File: src/shared/emp_pkg.sv
`default_nettype none
package emp_pkg;
  // register byte offsets
  localparam logic [7:0] CTRL_OFF = 8'h00;
  localparam logic [7:0] STAT_OFF = 8'h04;
  // control field positions
  localparam int CTRL_RATIO_LSB = 0;
  localparam int CTRL_RSS_BIT = 2;
  localparam int CTRL_SDPRES_BIT = 3;
  localparam int CTRL_GPO_BIT = 4;
  localparam int CTRL_SREF_BIT = 5;
  localparam int CTRL_WIDTH_LSB = 6;
  localparam int CTRL_BITS = 8;
  // 64-bit memory width after reset, everything else off
  localparam logic [7:0] CTRL_RST = 8'hC0;
  // status field positions
  localparam int STAT_SRC_LSB = 0;
  localparam int STAT_HOLDA_BIT = 2;
  localparam int STAT_NEED_BIT = 3;
  localparam int STAT_BUSY_BIT = 4;
  localparam int STAT_CKE_BIT = 5;
  // strobe cycles held per access
  localparam logic [2:0] ACCESS_CYCLES = 3'h2;
  // cpu clock divider terminal counts and high half lengths
  localparam logic [2:0] CPU4_LAST = 3'h3;
  localparam logic [2:0] CPU4_HIGH = 3'h2;
  localparam logic [2:0] CPU6_LAST = 3'h5;
  localparam logic [2:0] CPU6_HIGH = 3'h3;

  typedef enum logic [1:0] {
    SRC_EXT = 2'b00,
    SRC_CPU4 = 2'b01,
    SRC_CPU6 = 2'b10,
    SRC_RSVD = 2'b11
  } emp_src_e;

  typedef enum logic [1:0] {
    RATIO_1 = 2'b00,
    RATIO_2 = 2'b01,
    RATIO_4 = 2'b10
  } emp_ratio_e;

  typedef enum logic [1:0] {
    MEM_ASYNC = 2'b00,
    MEM_SDRAM = 2'b01,
    MEM_SYNC = 2'b10
  } emp_mem_e;

  typedef enum logic [1:0] {
    ST_IDLE = 2'b00,
    ST_ACCESS = 2'b01,
    ST_HOLD = 2'b10
  } emp_state_e;

  // one memory access as asked for by the internal controller
  typedef struct packed {
    emp_mem_e mem_type;
    logic write;
    logic pdt;
    logic [2:0] sd_cmd; // sdram {ras, cas, we}, 1 = asserted
    logic [2:0] addr_lo;
    logic [1:0] size; // 1, 2, 4 or 8 bytes
  } emp_req_s;

  // strobe levels, 1 = asserted
  typedef struct packed {
    logic rd_shared;
    logic oe_shared;
    logic we_shared;
    logic pdt;
    logic [7:0] lanes;
  } emp_strobe_s;
endpackage : emp_pkg
`default_nettype wire

File: src/rtl/emp_ctrl.sv
`default_nettype none
module emp_ctrl (
  input wire logic ref_clk,
  input wire logic rstn,
  input wire logic psel,
  input wire logic penable,
  input wire logic pwrite,
  input wire logic [7:0] paddr,
  input wire logic [31:0] pwdata,
  output logic [31:0] prdata,
  output logic pready,
  output logic pslverr,
  input wire logic req_valid,
  output logic req_ready,
  input wire emp_pkg::emp_req_s req,
  input wire logic [1:0] clock_select_straps,
  input wire logic ext_input_clock,
  output logic output_clock_one,
  output logic output_clock_divided,
  output logic rd_shared_strobe_n,
  output logic rd_shared_strobe_oe,
  output logic oe_shared_strobe_n,
  output logic oe_shared_strobe_oe,
  output logic we_shared_strobe_n,
  output logic we_shared_strobe_oe,
  output logic [7:0] byte_lane_strobe_n,
  output logic byte_lane_strobe_oe,
  output logic peripheral_transfer_pin_n,
  output logic peripheral_transfer_pin_oe,
  output logic sdram_clock_gate,
  input wire logic bus_hold_request,
  output logic bus_hold_ack,
  output logic bus_need_request
);
  // lanes enabled for an access of 2^size bytes at addr_lo on a bus of
  // 2^width bytes; lanes beyond the width stay off
  function automatic logic [7:0] lane_decode(input logic [2:0] addr_lo,
                                             input logic [1:0] size,
                                             input logic [1:0] width);
    logic [7:0] span;
    logic [7:0] wmask;
    logic [2:0] lane;
    span = 8'hFF >> (4'h8 - (4'h1 << size));
    wmask = 8'hFF >> (4'h8 - (4'h1 << width));
    lane = addr_lo & ((3'h1 << width) - 3'h1); // wraps to 3'h7 on 64 bit
    lane_decode = (span << lane) & wmask;
  endfunction : lane_decode

  logic [7:0] ctrl_ff;
  logic [7:0] nxt_ctrl;
  logic [31:0] prdata_ff;
  logic [31:0] nxt_prdata;
  logic straps_taken_ff;
  emp_pkg::emp_src_e src_ff;
  logic ext_q_ff;
  logic ext_prev_ff;
  logic [2:0] cpu_cnt_ff;
  logic [2:0] nxt_cpu_cnt;
  logic clk1_ff;
  logic nxt_clk1;
  logic clk2_ff;
  logic nxt_clk2;
  logic tick_cnt_ff;
  emp_pkg::emp_state_e state_ff;
  emp_pkg::emp_state_e nxt_state;
  logic [2:0] cyc_ff;
  logic [2:0] nxt_cyc;
  emp_pkg::emp_req_s cur_ff;
  emp_pkg::emp_strobe_s stb_ff;
  emp_pkg::emp_strobe_s nxt_stb;
  logic float_ff;
  logic holda_ff;
  logic need_ff;
  logic cke_ff;
  logic nxt_cke;

  // register bus decode
  wire setup_phase = psel & ~penable;
  wire access_phase = psel & penable;
  wire hit_ctrl = paddr == emp_pkg::CTRL_OFF;
  wire hit_stat = paddr == emp_pkg::STAT_OFF;
  wire hit_any = hit_ctrl | hit_stat;
  wire ctrl_wr = access_phase & pwrite & hit_ctrl;

  wire [1:0] ratio = ctrl_ff[emp_pkg::CTRL_RATIO_LSB +: 2];
  wire rd_sel = ctrl_ff[emp_pkg::CTRL_RSS_BIT];
  wire sd_present = ctrl_ff[emp_pkg::CTRL_SDPRES_BIT];
  wire gpo_val = ctrl_ff[emp_pkg::CTRL_GPO_BIT];
  wire sref_req = ctrl_ff[emp_pkg::CTRL_SREF_BIT];
  wire [1:0] mem_width = ctrl_ff[emp_pkg::CTRL_WIDTH_LSB +: 2];

  wire [31:0] stat_word = {26'h0, cke_ff, (state_ff != emp_pkg::ST_IDLE),
                           need_ff, holda_ff, src_ff};
  wire [31:0] ctrl_word = {24'h0, ctrl_ff};

  assign pready = 1'b1;
  assign pslverr = access_phase & ~hit_any;
  assign prdata = prdata_ff;
  assign nxt_ctrl = ctrl_wr ? pwdata[emp_pkg::CTRL_BITS-1:0] : ctrl_ff;
  // read data is fetched in the setup cycle so it comes from a flop
  assign nxt_prdata = !setup_phase ? prdata_ff :
                      hit_ctrl ? ctrl_word :
                      hit_stat ? stat_word : 32'h0000_0000;

  // interface clock generation; ref_clk is the cpu clock, the external
  // clock is sampled, so it must stay well below ref_clk / 2
  wire cpu_mode = src_ff != emp_pkg::SRC_EXT;
  wire [2:0] cpu_last = (src_ff == emp_pkg::SRC_CPU6) ?
                        emp_pkg::CPU6_LAST : emp_pkg::CPU4_LAST;
  wire [2:0] cpu_high = (src_ff == emp_pkg::SRC_CPU6) ?
                        emp_pkg::CPU6_HIGH : emp_pkg::CPU4_HIGH;
  assign nxt_cpu_cnt = (cpu_cnt_ff >= cpu_last) ? 3'h0 : cpu_cnt_ff + 3'h1;
  wire cpu_level = cpu_cnt_ff < cpu_high;
  wire src_tick = cpu_mode ? (cpu_cnt_ff == 3'h0) : (ext_q_ff & ~ext_prev_ff);
  assign nxt_clk1 = cpu_mode ? cpu_level : ext_q_ff;
  // divide by 1 follows clock one, 2 and 4 toggle on source rises
  assign nxt_clk2 = (ratio == emp_pkg::RATIO_2) ? (clk2_ff ^ src_tick) :
                    (ratio == emp_pkg::RATIO_4) ?
                      (clk2_ff ^ (src_tick & tick_cnt_ff)) :
                    nxt_clk1;
  assign output_clock_one = clk1_ff;
  assign output_clock_divided = clk2_ff;

  // access and hold sequencing
  wire access_done = (state_ff == emp_pkg::ST_ACCESS) &&
                     (cyc_ff == emp_pkg::ACCESS_CYCLES - 3'h1);
  assign req_ready = (state_ff == emp_pkg::ST_IDLE) & ~bus_hold_request;

  always_comb begin
    nxt_state = state_ff;
    nxt_cyc = cyc_ff;
    case (state_ff)
      emp_pkg::ST_IDLE: begin
        nxt_cyc = 3'h0;
        if (bus_hold_request) begin
          nxt_state = emp_pkg::ST_HOLD;
        end else if (req_valid) begin
          nxt_state = emp_pkg::ST_ACCESS;
        end
      end
      emp_pkg::ST_ACCESS: begin
        nxt_cyc = cyc_ff + 3'h1;
        // a running access always completes before the bus is given up
        if (access_done) begin
          nxt_state = bus_hold_request ? emp_pkg::ST_HOLD :
                      emp_pkg::ST_IDLE;
        end
      end
      emp_pkg::ST_HOLD: begin
        // the master keeps its request up while it owns the bus
        if (!bus_hold_request) begin
          nxt_state = emp_pkg::ST_IDLE;
        end
      end
      default: begin
        nxt_state = emp_pkg::ST_IDLE;
      end
    endcase
  end

  // strobe levels for the next cycle, per memory type
  wire taking = (state_ff == emp_pkg::ST_IDLE) & req_valid &
                ~bus_hold_request;
  wire strobing = taking | ((state_ff == emp_pkg::ST_ACCESS) & ~access_done);
  emp_pkg::emp_req_s act;
  assign act = taking ? req : cur_ff;
  wire rd = ~act.write;

  always_comb begin
    nxt_stb = '0;
    if (strobing) begin
      case (act.mem_type)
        emp_pkg::MEM_SDRAM: begin
          nxt_stb.oe_shared = act.sd_cmd[2];
          nxt_stb.rd_shared = act.sd_cmd[1];
          nxt_stb.we_shared = act.sd_cmd[0];
        end
        emp_pkg::MEM_SYNC: begin
          // address strobe marks every access unless rd_sel makes it a read strobe, read enable only reads
          nxt_stb.rd_shared = rd_sel ? rd : 1'b1;
          nxt_stb.oe_shared = rd;
          nxt_stb.we_shared = act.write;
        end
        default: begin
          nxt_stb.rd_shared = rd;
          nxt_stb.oe_shared = rd;
          nxt_stb.we_shared = act.write;
        end
      endcase
      nxt_stb.pdt = act.pdt;
      // lanes stay active on reads too so they double as sdram masks
      nxt_stb.lanes = lane_decode(act.addr_lo, act.size,
                                  mem_width);
    end
  end

  // self refresh only with sdram fitted, otherwise a plain output
  assign nxt_cke = sd_present ? ~sref_req : gpo_val;

  always_ff @(posedge ref_clk or negedge rstn) begin
    if (!rstn) begin
      ctrl_ff <= emp_pkg::CTRL_RST;
      prdata_ff <= 32'h0000_0000;
    end else begin
      ctrl_ff <= nxt_ctrl;
      prdata_ff <= nxt_prdata;
    end
  end

  // straps are caught on the first edge after reset release and kept
  always_ff @(posedge ref_clk or negedge rstn) begin
    if (!rstn) begin
      straps_taken_ff <= 1'b0;
      src_ff <= emp_pkg::SRC_EXT;
    end else if (!straps_taken_ff) begin
      straps_taken_ff <= 1'b1;
      // the reserved code falls back to the external clock
      src_ff <= (clock_select_straps == emp_pkg::SRC_RSVD) ?
                emp_pkg::SRC_EXT :
                emp_pkg::emp_src_e'(clock_select_straps);
    end
  end

  always_ff @(posedge ref_clk or negedge rstn) begin
    if (!rstn) begin
      ext_q_ff <= 1'b0;
      ext_prev_ff <= 1'b0;
      cpu_cnt_ff <= 3'h0;
      clk1_ff <= 1'b0;
      clk2_ff <= 1'b0;
      tick_cnt_ff <= 1'b0;
    end else begin
      ext_q_ff <= ext_input_clock;
      ext_prev_ff <= ext_q_ff;
      cpu_cnt_ff <= nxt_cpu_cnt;
      clk1_ff <= nxt_clk1;
      clk2_ff <= nxt_clk2;
      tick_cnt_ff <= tick_cnt_ff ^ src_tick;
    end
  end

  always_ff @(posedge ref_clk or negedge rstn) begin
    if (!rstn) begin
      state_ff <= emp_pkg::ST_IDLE;
      cyc_ff <= 3'h0;
      cur_ff <= '0;
      stb_ff <= '0;
    end else begin
      state_ff <= nxt_state;
      cyc_ff <= nxt_cyc;
      cur_ff <= act;
      stb_ff <= nxt_stb;
    end
  end

  always_ff @(posedge ref_clk or negedge rstn) begin
    if (!rstn) begin
      float_ff <= 1'b0;
      holda_ff <= 1'b0;
      need_ff <= 1'b0;
      cke_ff <= 1'b1;
    end else begin
      float_ff <= nxt_state == emp_pkg::ST_HOLD;
      holda_ff <= nxt_state == emp_pkg::ST_HOLD;
      need_ff <= req_valid & (nxt_state == emp_pkg::ST_HOLD);
      cke_ff <= nxt_cke;
    end
  end

  assign rd_shared_strobe_n = ~stb_ff.rd_shared;
  assign oe_shared_strobe_n = ~stb_ff.oe_shared;
  assign we_shared_strobe_n = ~stb_ff.we_shared;
  assign byte_lane_strobe_n = ~stb_ff.lanes;
  assign peripheral_transfer_pin_n = ~stb_ff.pdt;
  assign rd_shared_strobe_oe = ~float_ff;
  assign oe_shared_strobe_oe = ~float_ff;
  assign we_shared_strobe_oe = ~float_ff;
  assign byte_lane_strobe_oe = ~float_ff;
  assign peripheral_transfer_pin_oe = ~float_ff;
  assign sdram_clock_gate = cke_ff;
  assign bus_hold_ack = holda_ff;
  assign bus_need_request = need_ff;
endmodule : emp_ctrl
`default_nettype wire

File: config.mk
export PLATFORM = sky130hd
export DESIGN_NAME = emp_ctrl
export DESIGN_NICKNAME = d
export VERILOG_FILES = /design/src/shared/emp_pkg.sv /design/src/rtl/emp_ctrl.sv
export SDC_FILE = /design/constraint.sdc
export NUM_CORES = 1
export LEC_CHECK = 0
export BUFFER_PORTS_ARGS = -buffer_cell sky130_fd_sc_hd__buf_2
export CAP_MARGIN = 20
export CORE_ASPECT_RATIO = 1.75
export CORE_MARGIN = 10
export CORE_UTILIZATION = 30
export DETAILED_ROUTE_END_ITERATION = 10
export GPL_TIMING_DRIVEN = 0
export PLACE_DENSITY_LB_ADDON = 0.25
export SYNTH_ARGS = -nofsm -noshare
export SYNTH_HDL_FRONTEND = slang
export SYNTH_SLANG_ARGS = --single-unit
File: constraint.sdc
create_clock -name ref_clk -period 2.63 [get_ports ref_clk]
set_clock_uncertainty 0.2 [all_clocks]
set_input_delay 0.263 -clock ref_clk [delete_from_list [all_inputs] [get_ports ref_clk]]
set_output_delay 0.263 -clock ref_clk [all_outputs]
set_load 0.02 [all_outputs]
==> results of run 1 <==
[registers in the layout, summed over array words and instances (netlist names), 2 cells and up]
signal	flops
cur_ff	12
stb_ff	12
ctrl_ff	8
prdata	8
cpu_cnt_ff	3
cyc_ff	3
src_ff	2
state_ff	2
[repair_timing]
item                                   4_1_cts  5_1_grt
endpoints found under the hold margin       35        1
gates resized for setup                      0        7
hold buffers                                16        1
buffers inserted                             1        2
cloned                                       0        0
setup endpoints to repair                    6        8
pin swaps                                    1        1
[power by group through the flow]
stage	Clock (mW)	Sequential (mW)	Combinational [mW]
6_report	1.14	1.24	1.07
4_1_cts	1.17	1.24	1.04
3_3_place_gp	0	1.25	0.995
3_5_place_dp	0	1.25	1.02
2_1_floorplan	0	1.25	0.710
5_1_grt	1.22	1.27	1.20
[critical path, delay by kind of cell]
kind,cells,cell delay [ns]
multiplexers,1,0.22
buffers and inverters,4,0.90
AO/OA/AOI/OAI,2,0.40
adder cells (fa/ha/maj),1,0.34
AND/OR/NAND/NOR,2,0.37
[worst min path at each step]
stage | end | slack (ns) | cells after the start
floorplan | bus_hold_ack$_DFF_PN0_ | -0.23 | 0
global placement | ext_prev_ff$_DFF_PN0_ | 0.17 | 0
detailed placement | output_clock_divided$_DFF_PN0_ | 0.1 | 1
CTS | cur_ff[6]$_DFF_PN0_ | 0.0001 | 2
global route | src_ff[0]$_DFFE_PN0N_ | 0.02 | 3
finish | src_ff[0]$_DFFE_PN0N_ | 0.008 | 3
[cells by family (layout without fill, tap and decap cells)]
group                      after synthesis  after routing  share of synthesized area, %
other                                    2             26                         0.241
muxes                                   26             26                          10.1
adders and majority gates                9              9                          3.61
DFF                                     59             59                          47.4
buffers and inverters                   65            171                          12.1
AOI/OAI and AO/OA                       60             60                          13.0
and+or+nand+nor                         75             75                          13.3
xor gates and xnor gates                 1              1                         0.281
[Yosys cell counts (3+ instances only)]
master / n
dfstp_2: 3
inv_1: 26
mux2i_1: 7
nand3_1: 3
and2_1: 5
a21o_1: 3
a21oi_1: 15
nor2b_1: 3
a211oi_1: 3
mux2_4: 8
o21ai_0: 12
nand2_1: 17
buf_4: 31
clkbuf_1: 5
o211ai_1: 4
mux2_2: 11
dfrtp_1: 56
nor2_1: 21
a22oi_1: 7
nor3_1: 4
nand2b_1: 7
ha_1: 9
[through the flow]
| step | std cells | setup TNS [ns] | power [mW] | instance area, um2 |
|---|---|---|---|---|
| after floorplan | 321 | 0 | 1.96 | 3210 |
| after global placement | 517 | -0.726 | 2.24 | 3710 |
| after detailed placement | 518 | -0.642 | 2.27 | 3730 |
| after CTS | 551 | 0 | 3.45 | 4200 |
| after global routing | 554 | 0 | 3.68 | 4250 |
| final | 554 | 0 | 3.45 | 4250 |
[layer usage]
metal	share of wire [%]	vias to the layer above	wire length (um)	track usage, %
li1	-	1212	-	-
met1	38	1152	3050	10.6
met2	52	75	4190	19.5
met3	7.5	10	600	3.86
met4	1.9	0	153	5.58
met5	0	-	0	0
[final cells by class]
type	instances	area (um2)	area share (%)
buffer	38	280	6.59
clock buffer	9	225	5.30
clock inverter	7	68.8	1.62
inverter	27	101	2.38
multi-input combinational	197	1380	32.4
sequential	59	1480	34.8
tap	127	159	3.74
timing repair buffer	90	558	13.1
==> qor.csv, run 1 <==
stage,metric,value,unit
yosys,"Primary FF master, synth",dfrtp_1,
sta,Max Slew Vio Count,0,
cells_and_area,final core occ,41.5,%
floorplanning,Core Region,0.0102,mm2
sta,final setup margin,0.157,ns
power_and_ir_drop,Net Switching,1.16,mW
cells_and_area,share of cells above drive strength 1,37.7,%
yosys,Synth Cell Area,0.00312,mm2
setup_path,crit path max fanout,4,
min_path,Hold Path Class,in2reg,
sta,final hold vios,0,
yosys,"EDFF count, synth",0,
cells_and_area,"commonest cells after routing, fill and taps aside","70 x buf_2, 55 x dfrtp_1, 33 x buf_4",
cells_and_area,area grow syn2layout,36.2,%
cells_and_area,"commonest non-fill, non-tap cell in the layout",buf_2,
clock_tree,CTS H-Tree Depth,3,
power_and_ir_drop,Comb power frac,30.9,%
yosys,synth warn,0,
sta,Worst slew margin,49.9,%
setup_path,CP Capture Point,stb_ff[11]$_DFF_PN0_,
sta,Tcrit/Tclk final,94.0,%
placed_design,pre-CTS WS,-0.291,ns
setup_path,worst reg2reg startpoint,state_ff[0]$_DFF_PN0_,
cells_and_area,Filler cells,1011,
cells_and_area,Antenna diodes,0,
route,drt wl/cell,14.4,um
sta,Worst-Margin Slew,0.746,ns
power_and_ir_drop,Int Power,2.29,mW
sta,fin crit period,2.47,ns
floorplanning,die area,0.0150,mm2
yosys,Mean Syn Cell Area,10.5,um2
route,Antenna Nets Post-Route,0,
floorplanning,Initial Util,30.5,%
yosys,"area leader, netlist",dfrtp_1,
placed_design,placer congestion estimate,0.841,
yosys,Cells after Synth,297,
yosys,post-synthesis sequential area ratio,47.4,%
global_route,vias in the first global route,2611,
global_route,initial antenna violation count,0,
sta,RSZ-0062 raised after global routing,false,
clock_tree,Clock Root Buffer,clkbuf_16,
power_and_ir_drop,LEAKAGE,2.05,nW
setup_path,startpoint types,input port,
setup_path,critical path class,in2reg,
floorplanning,Die W,97.1,um
floorplanning,IO Count,119,
power_and_ir_drop,register share of total power,35.9,%
global_route,largest net degree at the start of global routing,38,
clock_tree,TritonCTS clock tree,yes,
route,DR iter-0 viols,94,
floorplanning,row cnt,49,
power_and_ir_drop,clock share of power,33.2,%
clock_tree,clock transition at the registers of the reported paths,0.06,ns
sta,worst hold slack,0.00759,ns
clock_tree,clock buffer depth,2,
route,Post-Route WL,7990,um
clock_tree,Sink Count,59,
setup_path,RR Endpoint,stb_ff[11]$_DFF_PN0_,
setup_path,worst stage delay on the critical path,0.53,ns
route,via count,2449,
floorplanning,Die Height,155,um
route,Pre-antenna DRT Iters,4,
setup_path,worst-path cell chain,dlygate4sd3_1 > buf_2 > nor4b_4 > buf_6 > mux2i_2 > inv_1 > ha_1 > nor2_1 > a21o_1 > a221oi_2,
yosys,ranking of synthesized cells by area,"dfrtp_1 45%, buf_4 7.5%, mux2_2 4.0%",
sta,# setup viols final,0,
yosys,unique cell type count in the Yosys netlist,53,
setup_path,cell at the slowest stage of the critical path,dlygate4sd3_1,
global_route,Overflow after GRT,0,
clock_tree,Num CTS Buffers,9,
clock_tree,worst skew pair latency,0.32,ns
setup_path,Worst Reg-to-Reg Cells,8,
global_route,Tot GR Track Use,10.8,%
power_and_ir_drop,switching portion of total power,33.6,%
outcome,status,finished clean,
power_and_ir_drop,worst vdd ir,533,uV
sta,max frequency,404,MHz
cells_and_area,final net count,493,
global_route,first-pass GRT wire length,13100,um
route,DRC Markers,0,
min_path,worst hold start,clock_select_straps[0],
placed_design,I/O Buffers,69,
route,vias per cell,4.42,
yosys,number of synthesized register bits,59,
power_and_ir_drop,PD cells,811,mW/mm2
placed_design,dpl hpwl,6030,um
setup_path,crit end category,register,
setup_path,crit path from,req_valid,
setup_path,reg-to-reg setup timing slack,0.17,ns
setup_path,Worst Path Required,2.66,ns
yosys,Synth top area share,44.9,%
yosys,async set-or-reset flop fraction in the synthesized netlist,100,%
setup_path,worst path arrival time,2.50,ns
flow_run,max-cap violation count,0,
No activity file was read; power rests on OpenSTA's default activity.
==> run 2: changes to the inputs <==
- CTS_CLUSTER_SIZE: default -> 24
- REMOVE_ABC_BUFFERS: default -> 1
==> qor.csv, run 2 (synthesis results as in run 1) <==
stage,metric,value,unit,change
floorplanning,Initial Util,30.5,%,unchanged
global_route,initial antenna violation count,0,,unchanged
sta,Tcrit/Tclk final,92.2,%,-1.8 points
sta,Setup TNS,0,ns,unchanged
cells_and_area,"commonest cells after routing, fill and taps aside","69 x buf_2, 55 x dfrtp_1, 26 x inv_1, 26 x conb_1, 21 x nor2_1",,
floorplanning,Die W,97.1,um,unchanged
route,Post-Route WL,7630,um,-4.5%
sta,final hold vios,0,,unchanged
global_route,GR Util met3,4.12,%,+0.27 points
flow_run,max-cap violation count,0,,unchanged
sta,final setup margin,0.204,ns,+0.0473 ns
global_route,largest net degree at the start of global routing,41,,+7.9%
setup_path,Worst Path Required,2.65,ns,about the same
power_and_ir_drop,PD cells,872,mW/mm2,+7.5%
placed_design,placer congestion estimate,0.847,,+0.78%
cells_and_area,area grow syn2layout,27.3,%,
global_route,GR Util met2,19.1,%,-0.45 points
route,DR iter-0 viols,69,,-27%
cells_and_area,Filler cells,1016,,+0.49%
sta,Worst slew margin,39.2,%,-11 points
min_path,Hold Path Class,in2reg,,
setup_path,startpoint types,register,,
route,drt wl/cell,14.8,um,+2.7%
clock_tree,Sink Count,59,,unchanged
route,DRC Markers,0,,unchanged
power_and_ir_drop,Pwr Total,3.46,mW,+0.46%
setup_path,crit path max fanout,9,,+5
sta,fin crit period,2.43,ns,-0.0473 ns
clock_tree,worst skew pair latency,0.32,ns,about the same
global_route,M1 GR Usage,9.60,%,-0.98 points
floorplanning,die area,0.0150,mm2,unchanged
global_route,first-pass GRT wire length,12600,um,-3.6%
cells_and_area,final net count,454,,-7.9%
route,Pre-antenna DRT Iters,4,,unchanged
placed_design,pre-CTS WS,-0.253,ns,+0.0380 ns
clock_tree,clock transition at the registers of the reported paths,0.05,ns,about the same
route,Antenna Nets Post-Route,0,,unchanged
cells_and_area,Antenna diodes,0,,unchanged
clock_tree,Num CTS Buffers,9,,unchanged
cells_and_area,cell area after layout,0.00397,mm2,-6.6%
cells_and_area,share of cells above drive strength 1,32.5,%,-5.2 points
route,vias per cell,4.54,,+2.7%
sta,max frequency,412,MHz,+1.9%
setup_path,critical path class,reg2reg,,
sta,RSZ-0062 raised after global routing,false,,
route,via count,2337,,-4.6%
floorplanning,Core Region,0.0102,mm2,unchanged
clock_tree,CTS H-Tree Depth,3,,unchanged
global_route,Tot GR Track Use,10.4,%,-0.45 points
floorplanning,IO Count,119,,unchanged
setup_path,crit end category,register,,
floorplanning,Die Height,155,um,unchanged
outcome,status,finished clean,,
placed_design,placed instance area,0.00347,mm2,-7.1%
sta,Worst-Margin Slew,0.905,ns,+0.159 ns
clock_tree,TritonCTS clock tree,yes,,
clock_tree,Clock Root Buffer,clkbuf_16,,
sta,Max Slew Vio Count,0,,unchanged
floorplanning,row cnt,49,,unchanged
sta,# setup viols final,0,,unchanged
power_and_ir_drop,worst vdd ir,425,uV,-20%
power_and_ir_drop,LEAKAGE,1.88,nW,-8.4%
cells_and_area,largest registers,"cur_ff x12, stb_ff x12",,
setup_path,worst path arrival time,2.44,ns,-0.06 ns
global_route,Overflow after GRT,0,,unchanged
cells_and_area,"commonest non-fill, non-tap cell in the layout",buf_2,,
placed_design,I/O Buffers,69,,unchanged
global_route,vias in the first global route,2544,,-2.6%
clock_tree,clock buffer depth,2,,unchanged
global_route,grt peak-use layer,met2,,
placed_design,dpl hpwl,5780,um,-4.1%
[run 2: cell types whose count changed in the layout (fill, tap and decap cells not counted), sizes merged]
cell | previous run | this run
clkinvlp | 2 | 0
dlygate4sd3 | 17 | 15
bufinv | 1 | 2
buf | 106 | 74
clkbuf | 14 | 9
clkinv | 4 | 5
[run 2: timing repair]
item	in CTS	in global routing
setup buffers	2	0
hold endpoints to repair	30	0
gates resized for setup	0	3
hold buffers	15	0
pin swaps	1	0
setup endpoints to repair	8	4
[run 2: path summary, 6_finish.rpt]
check	slack (ns)	to	cells after the start	start
max	0.20	stb_ff[11]$_DFF_PN0_	8	state_ff[1]$_DFF_PN0_
max reg2reg	0.20	stb_ff[11]$_DFF_PN0_	8	state_ff[1]$_DFF_PN0_
max in group asynchronous	1.40	state_ff[0]$_DFF_PN0_	3	rstn
min in group asynchronous	0.24	stb_ff[4]$_DFF_PN0_	2	rstn
min	0.01	src_ff[0]$_DFFE_PN0N_	3	clock_select_straps[1]
min reg2reg	0.19	ext_prev_ff$_DFF_PN0_	0	ext_q_ff$_DFF_PN0_
[run 2: per-layer routing]
layer / up-vias / share of wire [%]
met4: 0 / 2.2
met3: 11 / 7.3
met1: 1115 / 37
met2: 73 / 54
met5: - / 0
li1: 1138 / -
[run 2: cell type report]
cell class | instances | area [um2] | share of cell area, %
Sequential cell | 59 | 1480 | 37.3
Multi-Input combinational cell | 197 | 1360 | 34.3
Timing Repair Buffer | 89 | 549 | 13.8
Clock buffer | 9 | 225 | 5.67
Tap cell | 127 | 159 | 4.00
Inverter | 27 | 101 | 2.55
Clock inverter | 7 | 92.6 | 2.33
[run 2: worst max-delay path: stages, from the launching register on]
cell      delay [ns]
dfrtp_1         0.49
nor4b_4         0.24
buf_4           0.20
mux2i_1         0.25
inv_1           0.09
ha_1            0.34
nor2_1          0.08
a21o_1          0.15
a221oi_1        0.28
[run 2: power breakdown]
| part | internal, mW | leakage (nW) | switching [mW] |
|---|---|---|---|
| logic | 0.396 | 0.977 | 0.563 |
| clock network | 0.826 | 0.159 | 0.413 |
| registers | 1.11 | 0.744 | 0.161 |
[run 2: metrics by stage]
step | hold slack [ns] | cells | util [%]
after floorplan | -0.233 | 283 | -
final | 0.0132 | 515 | 38.8
after detailed placement | 0.0624 | 481 | 33.9
after global placement | 0.172 | 479 | 33.6
after global routing | 0.0154 | 515 | 38.8
after CTS | 0.00949 | 514 | 38.6
==> run 3: changes to the inputs <==
- CORE_ASPECT_RATIO: 1.75 -> 0.9
- MAX_ROUTING_LAYER: default -> met4
==> qor.csv, run 3 (synthesis results as in run 1) <==
stage,metric,value,unit,change
global_route,first-pass GRT wire length,11500,um,-8.5%
cells_and_area,final net count,455,,+0.22%
clock_tree,TritonCTS clock tree,yes,,
power_and_ir_drop,register share of total power,38.0,%,+1.4 points
cells_and_area,"commonest non-fill, non-tap cell in the layout",buf_2,,
power_and_ir_drop,switching portion of total power,34.2,%,+1.4 points
clock_tree,Num CTS Buffers,9,,unchanged
cells_and_area,"commonest cells after routing, fill and taps aside","69 x buf_2, 55 x dfrtp_1, 26 x inv_1, 26 x conb_1, 21 x nor2_1",,
global_route,Tot GR Track Use,10.1,%,-0.26 points
route,Pre-antenna DRT Iters,4,,unchanged
clock_tree,worst skew pair latency,0.32,ns,about the same
floorplanning,IO Count,119,,unchanged
setup_path,Worst Reg-to-Reg Cells,9,,+1
global_route,Overflow after GRT,0,,unchanged
setup_path,crit path max fanout,6,,-3
route,DRC Markers,0,,unchanged
sta,fin crit period,2.44,ns,+0.0110 ns
floorplanning,Die W,128,um,+31%
placed_design,pre-CTS WS,-0.436,ns,-0.184 ns
setup_path,reg-to-reg setup timing slack,0.21,ns,about the same
sta,Max Slew Vio Count,0,,unchanged
placed_design,I/O Buffers,69,,unchanged
sta,worst hold slack,0.0150,ns,+0.00177 ns
route,via count,2306,,-1.3%
route,Antenna Nets Post-Route,0,,unchanged
floorplanning,die area,0.0149,mm2,-1.0%
sta,# setup viols final,0,,unchanged
placed_design,placer congestion estimate,0.791,,-6.7%
cells_and_area,share of cells above drive strength 1,33.2,%,+0.69 points
cells_and_area,area grow syn2layout,27.5,%,
power_and_ir_drop,PD cells,836,mW/mm2,-4.1%
placed_design,placed cell count,483,,+0.42%
flow_run,max-cap violation count,0,,unchanged
setup_path,worst path arrival time,2.46,ns,+0.02 ns
clock_tree,Clock Root Buffer,clkbuf_16,,
floorplanning,row cnt,35,,-29%
setup_path,crit end category,register,,
power_and_ir_drop,worst vdd ir,230,uV,-46%
sta,Worst-Margin Slew,1.01,ns,+0.107 ns
floorplanning,Core Region,0.0102,mm2,-0.34%
global_route,vias in the first global route,2358,,-7.3%
outcome,status,finished clean,,
min_path,Hold Path Class,in2reg,,
route,drt wl/cell,14.1,um,-4.6%
cells_and_area,Antenna diodes,0,,unchanged
setup_path,critical path class,in2reg,,
clock_tree,CTS H-Tree Depth,3,,unchanged
route,Post-Route WL,7320,um,-4.1%
power_and_ir_drop,LEAKAGE,1.86,nW,-1.1%
sta,Worst slew margin,32.4,%,-6.8 points
clock_tree,Sink Count,59,,unchanged
cells_and_area,largest registers,"cur_ff x12, stb_ff x12",,
clock_tree,clock buffer depth,2,,unchanged
cells_and_area,final core occ,39.0,%,+0.21 points
global_route,initial antenna violation count,0,,unchanged
route,DR iter-0 viols,52,,-25%
clock_tree,clock transition at the registers of the reported paths,0.05,ns,about the same
sta,max frequency,410,MHz,-0.45%
power_and_ir_drop,Int Power,2.19,mW,-6.0%
setup_path,startpoint types,input port,,
min_path,hold depth,3,,unchanged
power_and_ir_drop,Net Switching,1.14,mW,+0.15%
cells_and_area,Filler cells,1025,,+0.89%
sta,final setup margin,0.193,ns,-0.0110 ns
route,vias per cell,4.45,,-1.9%
placed_design,dpl hpwl,5550,um,-4.0%
setup_path,Worst Path Required,2.65,ns,about the same
power_and_ir_drop,clock share of power,32.3,%,-3.5 points
sta,Tcrit/Tclk final,92.6,%,+0.42 points
floorplanning,Initial Util,30.6,%,+0.10 points
sta,final hold vios,0,,unchanged
power_and_ir_drop,Comb power frac,29.7,%,+2.0 points
cells_and_area,Layout Cells excl Fill,518,,+0.58%
floorplanning,Die Height,117,um,-25%
global_route,largest net degree at the start of global routing,35,,-15%
run 3: power by group through the flow:
stage / combinational, mW / clock [mW] / sequential (mW)
floorplan: 0.633 / 0 / 1.27
global placement: 0.908 / 0 / 1.27
detailed placement: 0.929 / 0 / 1.28
CTS: 0.961 / 1.11 / 1.26
global route: 1.12 / 1.15 / 1.30
finish: 0.989 / 1.07 / 1.26
run 3: final timing paths:
kind | start | endpoint
min in group asynchronous | rstn | ctrl_ff[3]$_DFFE_PN0P_
max in group asynchronous | rstn | ctrl_ff[7]$_DFFE_PN1P_
worst min-delay path | clock_select_straps[0] | src_ff[1]$_DFFE_PN0N_
worst max-delay path | req_valid | stb_ff[11]$_DFF_PN0_
worst min register to register | ext_q_ff$_DFF_PN0_ | ext_prev_ff$_DFF_PN0_
worst max register to register | state_ff[0]$_DFF_PN0_ | stb_ff[11]$_DFF_PN0_
run 3: timing repair:
action / in CTS / in global routing
cloned: 0 / 0
endpoints found under the setup margin: 10 / 6
buffers inserted: 3 / 0
gates resized for setup: 0 / 8
endpoints found under the hold margin: 39 / 0
pin swaps: 1 / 0
hold buffers: 16 / 0
run 3: routing by layer:
layer	up-vias	global-route usage, %	part of all wire [%]
li1	1145	-	-
met1	1094	11.1	44
met2	60	16.5	49
met3	7	3.49	5.2
met4	0	4.17	1.1
met5	-	-	0
run 3: stage by stage:
| step | setup TNS [ns] | cell area [um2] | total power [mW] |
|---|---|---|---|
| global placement | -8.28 | 3440 | 2.18 |
| floorplan | -1.00 | 2930 | 1.90 |
| finish | 0 | 3980 | 3.33 |
| global route | -0.000242 | 3980 | 3.57 |
| CTS | 0 | 3940 | 3.33 |
| detailed placement | -2.32 | 3470 | 2.21 |
run 3: worst max-delay path: stages:
cell	delay, ns
dlygate4sd3_1	0.52
buf_2	0.11
nor4b_4	0.17
buf_4	0.17
buf_6	0.14
mux2i_2	0.23
inv_1	0.11
ha_4	0.29
nor2_1	0.06
a21o_1	0.15
a221oi_1	0.25
run 3: cell type report:
class,instances,area [um2],share of cell area [%]
multi-input cells,197,1390,35.0
clock inverters,6,41.3,1.04
inverters,27,101,2.55
well taps,129,161,4.06
repair buffers,90,563,14.1
clock buffers,10,239,6.00
flip-flops and latches,59,1480,37.2
